### src/core/id_regs_pkg.sv
package id_regs_pkg;

  // ----------------------------------------------------------------
  // Bus geometry and register map
  // ----------------------------------------------------------------
  localparam int          ADDR_W       = 28;
  localparam int          DATA_W       = 32;
  localparam logic [27:0] DIE_LOW_OFS  = 28'hfffff7c;
  localparam logic [27:0] DIE_HIGH_OFS = 28'hfffff80;
  localparam logic [27:0] PART_ID_OFS  = 28'hffffff0;
  localparam logic [27:0] CTRL_OFS     = 28'hffffff4;
  localparam logic [27:0] STAT_OFS     = 28'hffffff8;

  // ----------------------------------------------------------------
  // Identification code word layout and fixed field values
  // ----------------------------------------------------------------
  localparam int         COPROC_BIT   = 31;
  localparam int         CFG_MSB      = 30;
  localparam int         CFG_LSB      = 17;
  localparam int         PROC_MSB     = 16;
  localparam int         PROC_LSB     = 13;
  localparam int         IO_BIT       = 12;
  localparam int         PARITY_BIT   = 11;
  localparam int         PMEM_MSB     = 10;
  localparam int         PMEM_LSB     = 9;
  localparam int         RAM_BIT      = 8;
  localparam int         REV_MSB      = 7;
  localparam int         REV_LSB      = 3;
  localparam int         FAM_MSB      = 2;
  localparam int         FAM_LSB      = 0;
  localparam logic       COPROC_VAL   = 1'b1;
  localparam logic       IO_3V3_VAL   = 1'b0;
  localparam logic       PARITY_VAL   = 1'b1;
  localparam logic [1:0] PMEM_ECC_VAL = 2'h2;
  localparam logic       RAM_ECC_VAL  = 1'b1;

  // ----------------------------------------------------------------
  // Die identifier layout
  // ----------------------------------------------------------------
  localparam int       XC_MSB    = 11;
  localparam int       XC_LSB    = 0;
  localparam int       YC_MSB    = 23;
  localparam int       YC_LSB    = 12;
  localparam int       WAFER_MSB = 31;
  localparam int       WAFER_LSB = 24;
  localparam int       LOT_MSB   = 23;
  localparam int       LOT_LSB   = 0;
  localparam logic [7:0] DIE_RSVD_VAL = 8'h00;

  // ----------------------------------------------------------------
  // Control and status fields, reset values, timing
  // ----------------------------------------------------------------
  localparam int         CTRL_RECAP_BIT  = 0;
  localparam int         CTRL_STRICT_BIT = 1;
  localparam logic       STRICT_RESET    = 1'b0;
  localparam int         STAT_VALID_BIT  = 0;
  localparam int         STAT_CNT_LSB    = 8;
  localparam int         STAT_CNT_MSB    = 15;
  localparam logic [7:0] WCNT_RESET      = 8'h00;
  localparam logic [7:0] WCNT_MAX        = 8'hff;
  localparam logic [1:0] SETTLE_CYCLES   = 2'h2;

endpackage : id_regs_pkg

### src/core/device_identification_regs.sv
`timescale 1ns/1ps

// Contract
// Read-only identification code word at its address.
// Bit 31 reads one: coprocessor present.
// Bits 30:17 hold the die configuration number.
// Bits 16:13 hold the process code.
// Bit 12 zero means 3.3 V I/O.
// Bit 11 one: peripheral memory parity.
// Bits 10:9 read 10b: program memory ECC.
// Bit 8 one: RAM has ECC.
// Bits 7:3 hold the silicon revision.
// Bits 2:0 hold fixed platform family code.
// Two read-only words form the die identifier.
// Low: X, Y, wafer; high: lot, reserved.
// Writes never change identification or die values.
module device_identification_regs #(
  parameter logic [13:0] CFG_NUMBER   = 14'h0123, // Arbitrary value.
  parameter logic [3:0]  PROCESS_CODE = 4'h3,     // Arbitrary value.
  parameter logic [4:0]  REVISION     = 5'h00,    // Arbitrary value.
  parameter logic [2:0]  FAMILY_CODE  = 3'h3      // Arbitrary value.
) (
  input  wire logic        clk_i,
  input  wire logic        rst_i,
  input  wire logic [27:0] adr_i,
  input  wire logic [31:0] dat_i,
  output logic      [31:0] dat_o,
  input  wire logic        we_i,
  input  wire logic [3:0]  sel_i,
  input  wire logic        cyc_i,
  input  wire logic        stb_i,
  output logic             ack_o,
  output logic             err_o,
  input  wire logic [11:0] die_x_i,
  input  wire logic [11:0] die_y_i,
  input  wire logic [7:0]  wafer_i,
  input  wire logic [23:0] lot_i
);

  // ----------------------------------------------------------------
  // Address decode
  // ----------------------------------------------------------------

  // Word match; the two low byte-address bits never select anything.
  function automatic logic addr_hit(input logic [27:0] a,
                                    input logic [27:0] ofs);
    addr_hit = (a[27:2] == ofs[27:2]);
  endfunction : addr_hit

  logic [31:0] part_word;
  logic [55:0] fuse_bits;
  logic [31:0] die_low;
  logic [31:0] die_high;
  logic        strict;
  logic        die_valid;
  logic        pending;
  logic [1:0]  settle;
  logic [7:0]  wr_cnt;

  wire req      = cyc_i & stb_i & ~ack_o & ~err_o;
  wire hit_part = addr_hit(adr_i, id_regs_pkg::PART_ID_OFS);
  wire hit_low  = addr_hit(adr_i, id_regs_pkg::DIE_LOW_OFS);
  wire hit_high = addr_hit(adr_i, id_regs_pkg::DIE_HIGH_OFS);
  wire hit_ctrl = addr_hit(adr_i, id_regs_pkg::CTRL_OFS);
  wire hit_stat = addr_hit(adr_i, id_regs_pkg::STAT_OFS);
  wire hit_ro   = hit_part | hit_low | hit_high | hit_stat;
  wire hit_any  = hit_ro | hit_ctrl;

  // A write to a read-only word is dropped; strict mode also flags it.
  wire ro_write  = req & we_i & hit_ro;
  wire next_err  = req & (~hit_any | (ro_write & strict));
  wire next_ack  = req & ~next_err;
  wire ctrl_wr   = next_ack & we_i & hit_ctrl & sel_i[0];
  wire recapture = ctrl_wr & dat_i[id_regs_pkg::CTRL_RECAP_BIT];

  // ----------------------------------------------------------------
  // Fixed identification word and fuse pins
  // ----------------------------------------------------------------

  part_id_word #(
    .CFG_NUMBER  (CFG_NUMBER),
    .PROCESS_CODE(PROCESS_CODE),
    .REVISION    (REVISION),
    .FAMILY_CODE (FAMILY_CODE)
  ) u_word (
    .word_o(part_word)
  );

  // Fuses are static, but still arrive from outside this clock domain.
  fuse_sync #(
    .WIDTH(56)
  ) u_sync (
    .clk_i (clk_i),
    .pins_i({lot_i, wafer_i, die_y_i, die_x_i}),
    .sync_o(fuse_bits)
  );

  wire [11:0] sx   = fuse_bits[11:0];
  wire [11:0] sy   = fuse_bits[23:12];
  wire [7:0]  swaf = fuse_bits[31:24];
  wire [23:0] slot = fuse_bits[55:32];

  // ----------------------------------------------------------------
  // Die identifier capture
  // ----------------------------------------------------------------

  // Capture waits for the synchroniser to fill after reset or a
  // recapture; before then a read returns zero after reset, the previous capture after a recapture.
  wire capture = pending & (settle == 2'h0);

  always_ff @(posedge clk_i) begin
    if (rst_i) begin
      pending <= 1'b1;
      settle  <= id_regs_pkg::SETTLE_CYCLES;
    end else if (recapture) begin
      pending <= 1'b1;
      settle  <= id_regs_pkg::SETTLE_CYCLES;
    end else if (capture) begin
      pending <= 1'b0;
    end else if (pending) begin
      settle <= settle - 2'h1;
    end
  end

  // Only a capture may load the die words; bus writes never reach them.
  always_ff @(posedge clk_i) begin
    if (rst_i) begin
      die_low   <= '0;
      die_high  <= '0;
      die_valid <= 1'b0;
    end else if (recapture) begin
      die_valid <= 1'b0;
    end else if (capture) begin
      die_low[id_regs_pkg::XC_MSB:id_regs_pkg::XC_LSB] <= sx;
      die_low[id_regs_pkg::YC_MSB:id_regs_pkg::YC_LSB] <= sy;
      die_low[id_regs_pkg::WAFER_MSB:id_regs_pkg::WAFER_LSB] <= swaf;
      die_high[id_regs_pkg::LOT_MSB:id_regs_pkg::LOT_LSB] <= slot;
      die_high[31:24] <= id_regs_pkg::DIE_RSVD_VAL;
      die_valid <= 1'b1;
    end
  end

  // ----------------------------------------------------------------
  // Control and status
  // ----------------------------------------------------------------

  // Strict mode turns writes to read-only words into bus errors.
  always_ff @(posedge clk_i) begin
    if (rst_i) begin
      strict <= id_regs_pkg::STRICT_RESET;
    end else if (ctrl_wr) begin
      strict <= dat_i[id_regs_pkg::CTRL_STRICT_BIT];
    end
  end

  // Counts dropped writes, saturating so the count never wraps to zero.
  always_ff @(posedge clk_i) begin
    if (rst_i) begin
      wr_cnt <= id_regs_pkg::WCNT_RESET;
    end else if (ro_write && wr_cnt != id_regs_pkg::WCNT_MAX) begin
      wr_cnt <= wr_cnt + 8'h01;
    end
  end

  // ----------------------------------------------------------------
  // Read mux and bus answer
  // ----------------------------------------------------------------

  wire [31:0] ctrl_word = {30'h0, strict, 1'b0};
  wire [31:0] stat_word = {16'h0, wr_cnt, 7'h0, die_valid};

  wire [31:0] next_dat =
    hit_part ? part_word :
    hit_low  ? die_low   :
    hit_high ? die_high  :
    hit_ctrl ? ctrl_word :
    hit_stat ? stat_word : 32'h0;

  // One wait cycle, then a single-cycle ack or err; read data comes only with ack.
  always_ff @(posedge clk_i) begin
    if (rst_i) begin
      ack_o <= 1'b0;
      err_o <= 1'b0;
      dat_o <= '0;
    end else begin
      ack_o <= next_ack;
      err_o <= next_err;
      if (next_ack && !we_i) begin
        dat_o <= next_dat;
      end
    end
  end

  // ----------------------------------------------------------------
  // Checks
  // ----------------------------------------------------------------

  a_part_read: assert property (
    @(posedge clk_i) disable iff (rst_i)
    req && !we_i && hit_part |=> ack_o && dat_o == part_word)
  else $error("identification word read wrong");

  a_coproc_flag: assert property (
    @(posedge clk_i) disable iff (rst_i)
    ack_o && $past(hit_part && !we_i) |-> dat_o[31] == 1'b1)
  else $error("coprocessor flag not set");

  a_cfg_field: assert property (
    @(posedge clk_i) disable iff (rst_i)
    part_word[30:17] == CFG_NUMBER)
  else $error("configuration number wrong");

  a_process_field: assert property (
    @(posedge clk_i) disable iff (rst_i)
    part_word[16:13] == PROCESS_CODE)
  else $error("process code wrong");

  a_io_level: assert property (
    @(posedge clk_i) disable iff (rst_i)
    part_word[12] == 1'b0)
  else $error("I/O level bit wrong");

  a_parity_flag: assert property (
    @(posedge clk_i) disable iff (rst_i)
    part_word[11] == 1'b1)
  else $error("parity flag wrong");

  a_pmem_ecc: assert property (
    @(posedge clk_i) disable iff (rst_i)
    part_word[10:9] == 2'h2)
  else $error("program memory ECC field wrong");

  a_ram_ecc: assert property (
    @(posedge clk_i) disable iff (rst_i)
    part_word[8] == 1'b1)
  else $error("RAM ECC flag wrong");

  a_rev_field: assert property (
    @(posedge clk_i) disable iff (rst_i)
    part_word[7:3] == REVISION)
  else $error("revision field wrong");

  a_family_code: assert property (
    @(posedge clk_i) disable iff (rst_i)
    part_word[2:0] == FAMILY_CODE)
  else $error("family code wrong");

  a_die_read: assert property (
    @(posedge clk_i) disable iff (rst_i)
    req && !we_i && hit_high && !capture |=> ack_o && dat_o == die_high)
  else $error("die identifier read wrong");

  a_die_layout: assert property (
    @(posedge clk_i) disable iff (rst_i)
    capture && !recapture |=>
      die_low == {$past(swaf), $past(sy), $past(sx)} &&
      die_high == {8'h00, $past(slot)})
  else $error("die identifier layout wrong");

  a_write_ignored: assert property (
    @(posedge clk_i) disable iff (rst_i)
    ro_write && !capture |=> $stable(die_low) && $stable(die_high))
  else $error("write altered a read-only word");

  a_ack_single: assert property (
    @(posedge clk_i) disable iff (rst_i)
    ack_o |=> !ack_o && !err_o)
  else $error("ack held longer than one cycle");

  a_unmapped_err: assert property (
    @(posedge clk_i) disable iff (rst_i)
    req && !hit_any |=> err_o && !ack_o)
  else $error("unmapped access not answered with err");

  a_capture_delay: assert property (
    @(posedge clk_i) disable iff (rst_i)
    recapture |=> !die_valid [*3])
  else $error("recapture settled too early");

  // ----------------------------------------------------------------
  // Bus answer and register behaviour checks
  // ----------------------------------------------------------------

  // A master that saw ack and err together could not tell the outcome.
  a_ack_err_excl: assert property (
    @(posedge clk_i) disable iff (rst_i)
    !(ack_o && err_o))
  else $error("ack and err raised together");

  a_err_single: assert property (
    @(posedge clk_i) disable iff (rst_i)
    err_o |=> !ack_o && !err_o)
  else $error("err held longer than one cycle");

  a_idle_quiet: assert property (
    @(posedge clk_i) disable iff (rst_i)
    !(cyc_i && stb_i) |=> !ack_o && !err_o)
  else $error("answer without a request");

  a_part_word_read: assert property (
    @(posedge clk_i) disable iff (rst_i)
    ack_o && $past(hit_part && !we_i) |->
      dat_o == {id_regs_pkg::COPROC_VAL, CFG_NUMBER, PROCESS_CODE,
                id_regs_pkg::IO_3V3_VAL, id_regs_pkg::PARITY_VAL,
                id_regs_pkg::PMEM_ECC_VAL, id_regs_pkg::RAM_ECC_VAL,
                REVISION, FAMILY_CODE})
  else $error("identification word fields wrong");

  a_low_read: assert property (
    @(posedge clk_i) disable iff (rst_i)
    req && !we_i && hit_low && !capture |=> ack_o && dat_o == die_low)
  else $error("die identifier low read wrong");

  // Status is sampled at the taking edge; a capture may move it just after.
  a_stat_read: assert property (
    @(posedge clk_i) disable iff (rst_i)
    req && !we_i && hit_stat |=>
      ack_o && dat_o[31:16] == 16'h0 && dat_o[7:1] == 7'h0 &&
      dat_o[id_regs_pkg::STAT_CNT_MSB:id_regs_pkg::STAT_CNT_LSB] ==
        $past(wr_cnt) &&
      dat_o[id_regs_pkg::STAT_VALID_BIT] == $past(die_valid))
  else $error("status read wrong");

  a_ctrl_write: assert property (
    @(posedge clk_i) disable iff (rst_i)
    ctrl_wr |=> strict == $past(dat_i[id_regs_pkg::CTRL_STRICT_BIT]))
  else $error("strict bit not written");

  a_strict_err: assert property (
    @(posedge clk_i) disable iff (rst_i)
    req && we_i && hit_ro && strict |=> err_o && !ack_o)
  else $error("strict read-only write not refused");

  a_lax_ack: assert property (
    @(posedge clk_i) disable iff (rst_i)
    req && we_i && hit_ro && !strict |=> ack_o && !err_o)
  else $error("read-only write not acknowledged");

  a_write_dat_hold: assert property (
    @(posedge clk_i) disable iff (rst_i)
    req && we_i |=> $stable(dat_o))
  else $error("write changed read data");

  // The drop count steps once per dropped word and stops at its top.
  a_cnt_step: assert property (
    @(posedge clk_i) disable iff (rst_i)
    ro_write && wr_cnt != id_regs_pkg::WCNT_MAX |=>
      wr_cnt == $past(wr_cnt) + 8'h01)
  else $error("drop count did not step");

  a_cnt_sat: assert property (
    @(posedge clk_i) disable iff (rst_i)
    wr_cnt == id_regs_pkg::WCNT_MAX |=> wr_cnt == id_regs_pkg::WCNT_MAX)
  else $error("drop count wrapped");

  a_cnt_hold: assert property (
    @(posedge clk_i) disable iff (rst_i)
    !ro_write |=> $stable(wr_cnt))
  else $error("drop count moved without a write");

endmodule : device_identification_regs

### src/core/fuse_sync.sv
`timescale 1ns/1ps

// Two-stage synchroniser for the static die fuse pins.
module fuse_sync #(
  parameter int WIDTH = 56
) (
  input  wire logic             clk_i,
  input  wire logic [WIDTH-1:0] pins_i,
  output logic      [WIDTH-1:0] sync_o
);

  logic [WIDTH-1:0] stage1;

  // The first stage feeds only the second; nothing else looks at it.
  always_ff @(posedge clk_i) begin
    stage1 <= pins_i;
    sync_o <= stage1;
  end

endmodule : fuse_sync

### src/core/part_id_word.sv
`timescale 1ns/1ps

// Builds the fixed identification code word from its field values.
module part_id_word #(
  parameter logic [13:0] CFG_NUMBER   = 14'h0123, // Arbitrary value.
  parameter logic [3:0]  PROCESS_CODE = 4'h3,     // Arbitrary value.
  parameter logic [4:0]  REVISION     = 5'h00,    // Arbitrary value.
  parameter logic [2:0]  FAMILY_CODE  = 3'h3      // Arbitrary value.
) (
  output logic [31:0] word_o
);

  // Every field is a constant, so this collapses to tie-offs.
  always_comb begin
    word_o = '0;
    word_o[id_regs_pkg::COPROC_BIT] = id_regs_pkg::COPROC_VAL;
    word_o[id_regs_pkg::CFG_MSB:id_regs_pkg::CFG_LSB] = CFG_NUMBER;
    word_o[id_regs_pkg::PROC_MSB:id_regs_pkg::PROC_LSB] =
      PROCESS_CODE;
    word_o[id_regs_pkg::IO_BIT] = id_regs_pkg::IO_3V3_VAL;
    word_o[id_regs_pkg::PARITY_BIT] = id_regs_pkg::PARITY_VAL;
    word_o[id_regs_pkg::PMEM_MSB:id_regs_pkg::PMEM_LSB] =
      id_regs_pkg::PMEM_ECC_VAL;
    word_o[id_regs_pkg::RAM_BIT] = id_regs_pkg::RAM_ECC_VAL;
    word_o[id_regs_pkg::REV_MSB:id_regs_pkg::REV_LSB] = REVISION;
    word_o[id_regs_pkg::FAM_MSB:id_regs_pkg::FAM_LSB] =
      FAMILY_CODE;
  end

endmodule : part_id_word

### config.mk
export PLATFORM = sky130hd
export DESIGN_NAME = device_identification_regs
export DESIGN_NICKNAME = d
export VERILOG_FILES = /design/src/core/id_regs_pkg.sv /design/src/core/device_identification_regs.sv /design/src/core/fuse_sync.sv /design/src/core/part_id_word.sv
export SDC_FILE = /design/constraint.sdc
export NUM_CORES = 1
export LEC_CHECK = 0
export ABC_AREA = 1
export BUFFER_PORTS_ARGS = -buffer_cell sky130_fd_sc_hd__buf_4
export CAP_MARGIN = 20
export CORE_AREA = 4 4 130 132
export DETAILED_ROUTE_END_ITERATION = 12
export DIE_AREA = 0 0 134 136
export GPL_TIMING_DRIVEN = 0
export PLACE_DENSITY_LB_ADDON = 0.25
export SLEW_MARGIN = 15
export SYNTH_ARGS = -nofsm -noshare
export SYNTH_HDL_FRONTEND = slang
export SYNTH_SLANG_ARGS = --single-unit
### constraint.sdc
create_clock -name clk_i -period 2 [get_ports clk_i]
set_clock_uncertainty 0.2 [all_clocks]
set_input_delay 0.4 -clock clk_i [delete_from_list [all_inputs] [get_ports clk_i]]
set_output_delay 0.4 -clock clk_i [all_outputs]
set_load 0.02 [all_outputs]
==> impl_metrics.json <==
{
  "vias_per_cell": 4.79,
  "hpwl_mm": 12.3,
  "seq_area_frac_synth_pct": 57.0,
  "period_share_pct": 96.7,
  "rows": 46,
  "htreeDepth": 1,
  "peakVddDrop_mv": 0.923,
  "cts.reportedPaths.clkPinSlew_ps": 60,
  "worst_pin_slew_ps": 633,
  "vias": 6447,
  "tns_ps": 0,
  "cts_buffers": 22,
  "clk_latency_ps": 500,
  "nFillCells": 1235,
  "worstPathCellList": "buf_4, nand2_2, nor2_2, nand2_2, nor2_4, nand2_4, nand2_4, inv_4, nand2_4, nand3_4, nand4_4, nor2_4, nor2_4, buf_12, buf_12, nor2_2, nor2_1",
  "crit_slowest_cell": "nor2_4",
  "yosysTopAreaCell": "dfxtp_1",
  "grt.total_usage_pct": 19.8,
  "rsz0062_at_grt": "yes",
  "clkSinkCount": 215,
  "coreArea_um2": 15700,
  "io_pins": 159,
  "areaGrowthSynthToFinish_pct": 42.4,
  "fin_util_pct": 68.4,
  "syn_inst": 886,
  "status": "completed",
  "cp.required_ps": 2240,
  "ant_nets": 0,
  "start_kind": "primary input",
  "drv_cap": 0,
  "yosys.area.top_type_share_pct": 57.0,
  "grt_remaining_overflow": 0,
  "critPathMaxStageDelay_ps": 160,
  "hp-class": "flip-flop to flip-flop",
  "fmax_mhz": 517,
  "path_class": "primary input to flip-flop",
  "cts_buffer_depth": 3,
  "worst_hold_slack_ps": 120,
  "ys_warn_count": 0,
  "cts-root-buf": "clkbuf_16",
  "max_slew_margin_pct": 57.8,
  "antenna_found_initial": 0,
  "drtPass1Iterations": 5,
  "p_leak_nw": 4.99,
  "power_density_nw_per_um2": 1090,
  "hold_violations": 0,
  "critPathCaptureType": "flip-flop",
  "period_minus_slack_ps": 1930,
  "dpl-instance-area_um2": 8880,
  "die_y_um": 136,
  "synthTopCellsByArea": "dfxtp_1, nor2_1, nand2_1, inv_1, nand3_1",
  "cts_tree": "built",
  "drt_iter0_markers": 421,
  "grt_pass1_wl_mm": 29.6,
  "final_cells": 1346,
  "netlist_area_um2": 7550,
  "n_antenna_cell": 0,
  "dieArea_um2": 18200,
  "wirelength_mm": 19.0,
  "nets": 1242,
  "start_util_pct": 48.0,
  "slew_violations": 0,
  "drive_above_1_share_pct": 29.0,
  "grt_pass1_vias": 6106,
  "synth_nets": 1013,
  "final_area_um2": 10700,
  "synth-seq-cells": 215,
  "cp.arrival_ps": 2170,
  "port_buffers": 123,
  "dp_cells": 1225,
  "avgSynthCellArea_um2": 8.52,
  "setup_viol_count_final": 0,
  "routedWlPerCell_um": 14.1,
  "cp_max_fo": 10,
  "drc_errors": 0,
  "die_x_um": 134,
  "gp_congestion": 0.900,
  "grt_max_degree": 15,
  "yosysUniqueCellTypes": 40
}
Yosys cell counts:
master / number
nand4_1: 13
o22ai_1: 2
o21a_1: 1
buf_2: 10
o21ai_1: 8
clkinv_1: 2
nor2_1: 134
dfxtp_1: 215
buf_12: 4
o211ai_1: 3
ha_1: 2
nand3_2: 11
o2111ai_1: 1
a31oi_1: 1
a211oi_1: 1
a21oi_1: 23
nand3_4: 1
inv_2: 4
nand2_2: 3
nand4_2: 1
nor4_1: 1
nand3_1: 80
buf_6: 5
clkbuf_1: 16
xor2_1: 1
a32o_1: 11
nor3b_1: 1
nor3_2: 1
inv_1: 114
nand2_1: 127
nor2_2: 43
nor3_1: 6
buf_1: 3
o21ai_0: 28
buf_4: 1
xnor2_1: 1
or2_2: 2
buf_8: 1
nor2_4: 3
nand2_4: 1
metrics by stage:
step                worst slack, ps  power (mW)
finish                         66.9        11.7
global route                  -36.6        12.2
CTS                            1.40        11.7
detailed placement             -806        7.06
global placement               -724        7.01
floorplan                      -167        6.53
final cells by class:
class	instances	area (µm²)	area share (%)
plain buffers	40	363	3.38
clock buffers	32	689	6.42
repair buffers	205	1760	16.3
flip-flops and latches	215	4300	40.1
inverters	120	468	4.35
multi-input cells	511	2760	25.7
clock inverters	7	135	1.26
well taps	216	270	2.52
final timing paths:
path | start | endpoint | slack (ps) | depth (start not counted)
max | adr_i[5] | die_low[29] | 70 | 17
min reg2reg | u_sync.stage1[48] | u_sync.sync_o[48] | 120 | 0
min | u_sync.stage1[48] | u_sync.sync_o[48] | 120 | 0
max reg2reg | err_o | die_low[29] | 90 | 11
state kept, by name, indices dropped and copies added, names as in the netlist, 2 cells and up:
name,flops
u_sync.stage1,56
u_sync.sync_o,56
dat_o,32
die_low,32
die_high,24
wr_cnt,8
settle,2
worst max-delay path, delay by kind of cell:
family / cells / cell delay [ps]
and+or+nand+nor: 13 / 1300
buffers and inverters: 4 / 440
kinds of logic after synthesis:
logic type      Yosys count  synth area share (%)
buf+inv                 160                  9.68
fa+ha+maj                 2                 0.331
flops                   215                  57.0
xor+xnor                  2                 0.232
simple gates            428                  26.5
compound gates           79                  6.23
cells in the final DEF (no fill, tap or decap), types with 26 or more instances in the layout:
| master | count |
|---|---|
| clkbuf_16 | 27 |
| nand3_1 | 72 |
| o21ai_0 | 26 |
| nand2_1 | 111 |
| dfxtp_1 | 215 |
| nor2_1 | 122 |
| nor2_2 | 49 |
| buf_4 | 141 |
| dlygate4sd3_1 | 58 |
| inv_1 | 111 |
power by group:
group / switching (mW) / total, mW / internal [mW] / leakage, nW
Sequential: 0.357 / 5.20 / 4.84 / 1.78
Clock: 1.63 / 4.52 / 2.89 / 0.410
Combinational: 1.04 / 2.01 / 0.966 / 2.79
Total: 3.02 / 11.7 / 8.70 / 4.99
metal layers:
layer	track usage, %	wire length (µm)	vias up	share of wire [%]
met1	25.7	8140	2937	43
li1	-	-	3246	-
met4	5.66	401	0	2.1
met3	3.96	1470	33	7.7
met2	33.8	9010	231	47
met5	0	0	-	0
what timing repair did:
action | 4_1_cts | 5_1_grt
setup buffers | 8 | 11
pin swaps | 5 | 26
setup endpoints to repair | 97 | 93
hold buffers | 58 | 0
gates cloned | 0 | 5
endpoints found under the hold margin | 59 | 0
gates resized for setup | 11 | 54
Power figures use the tool's default switching activity.
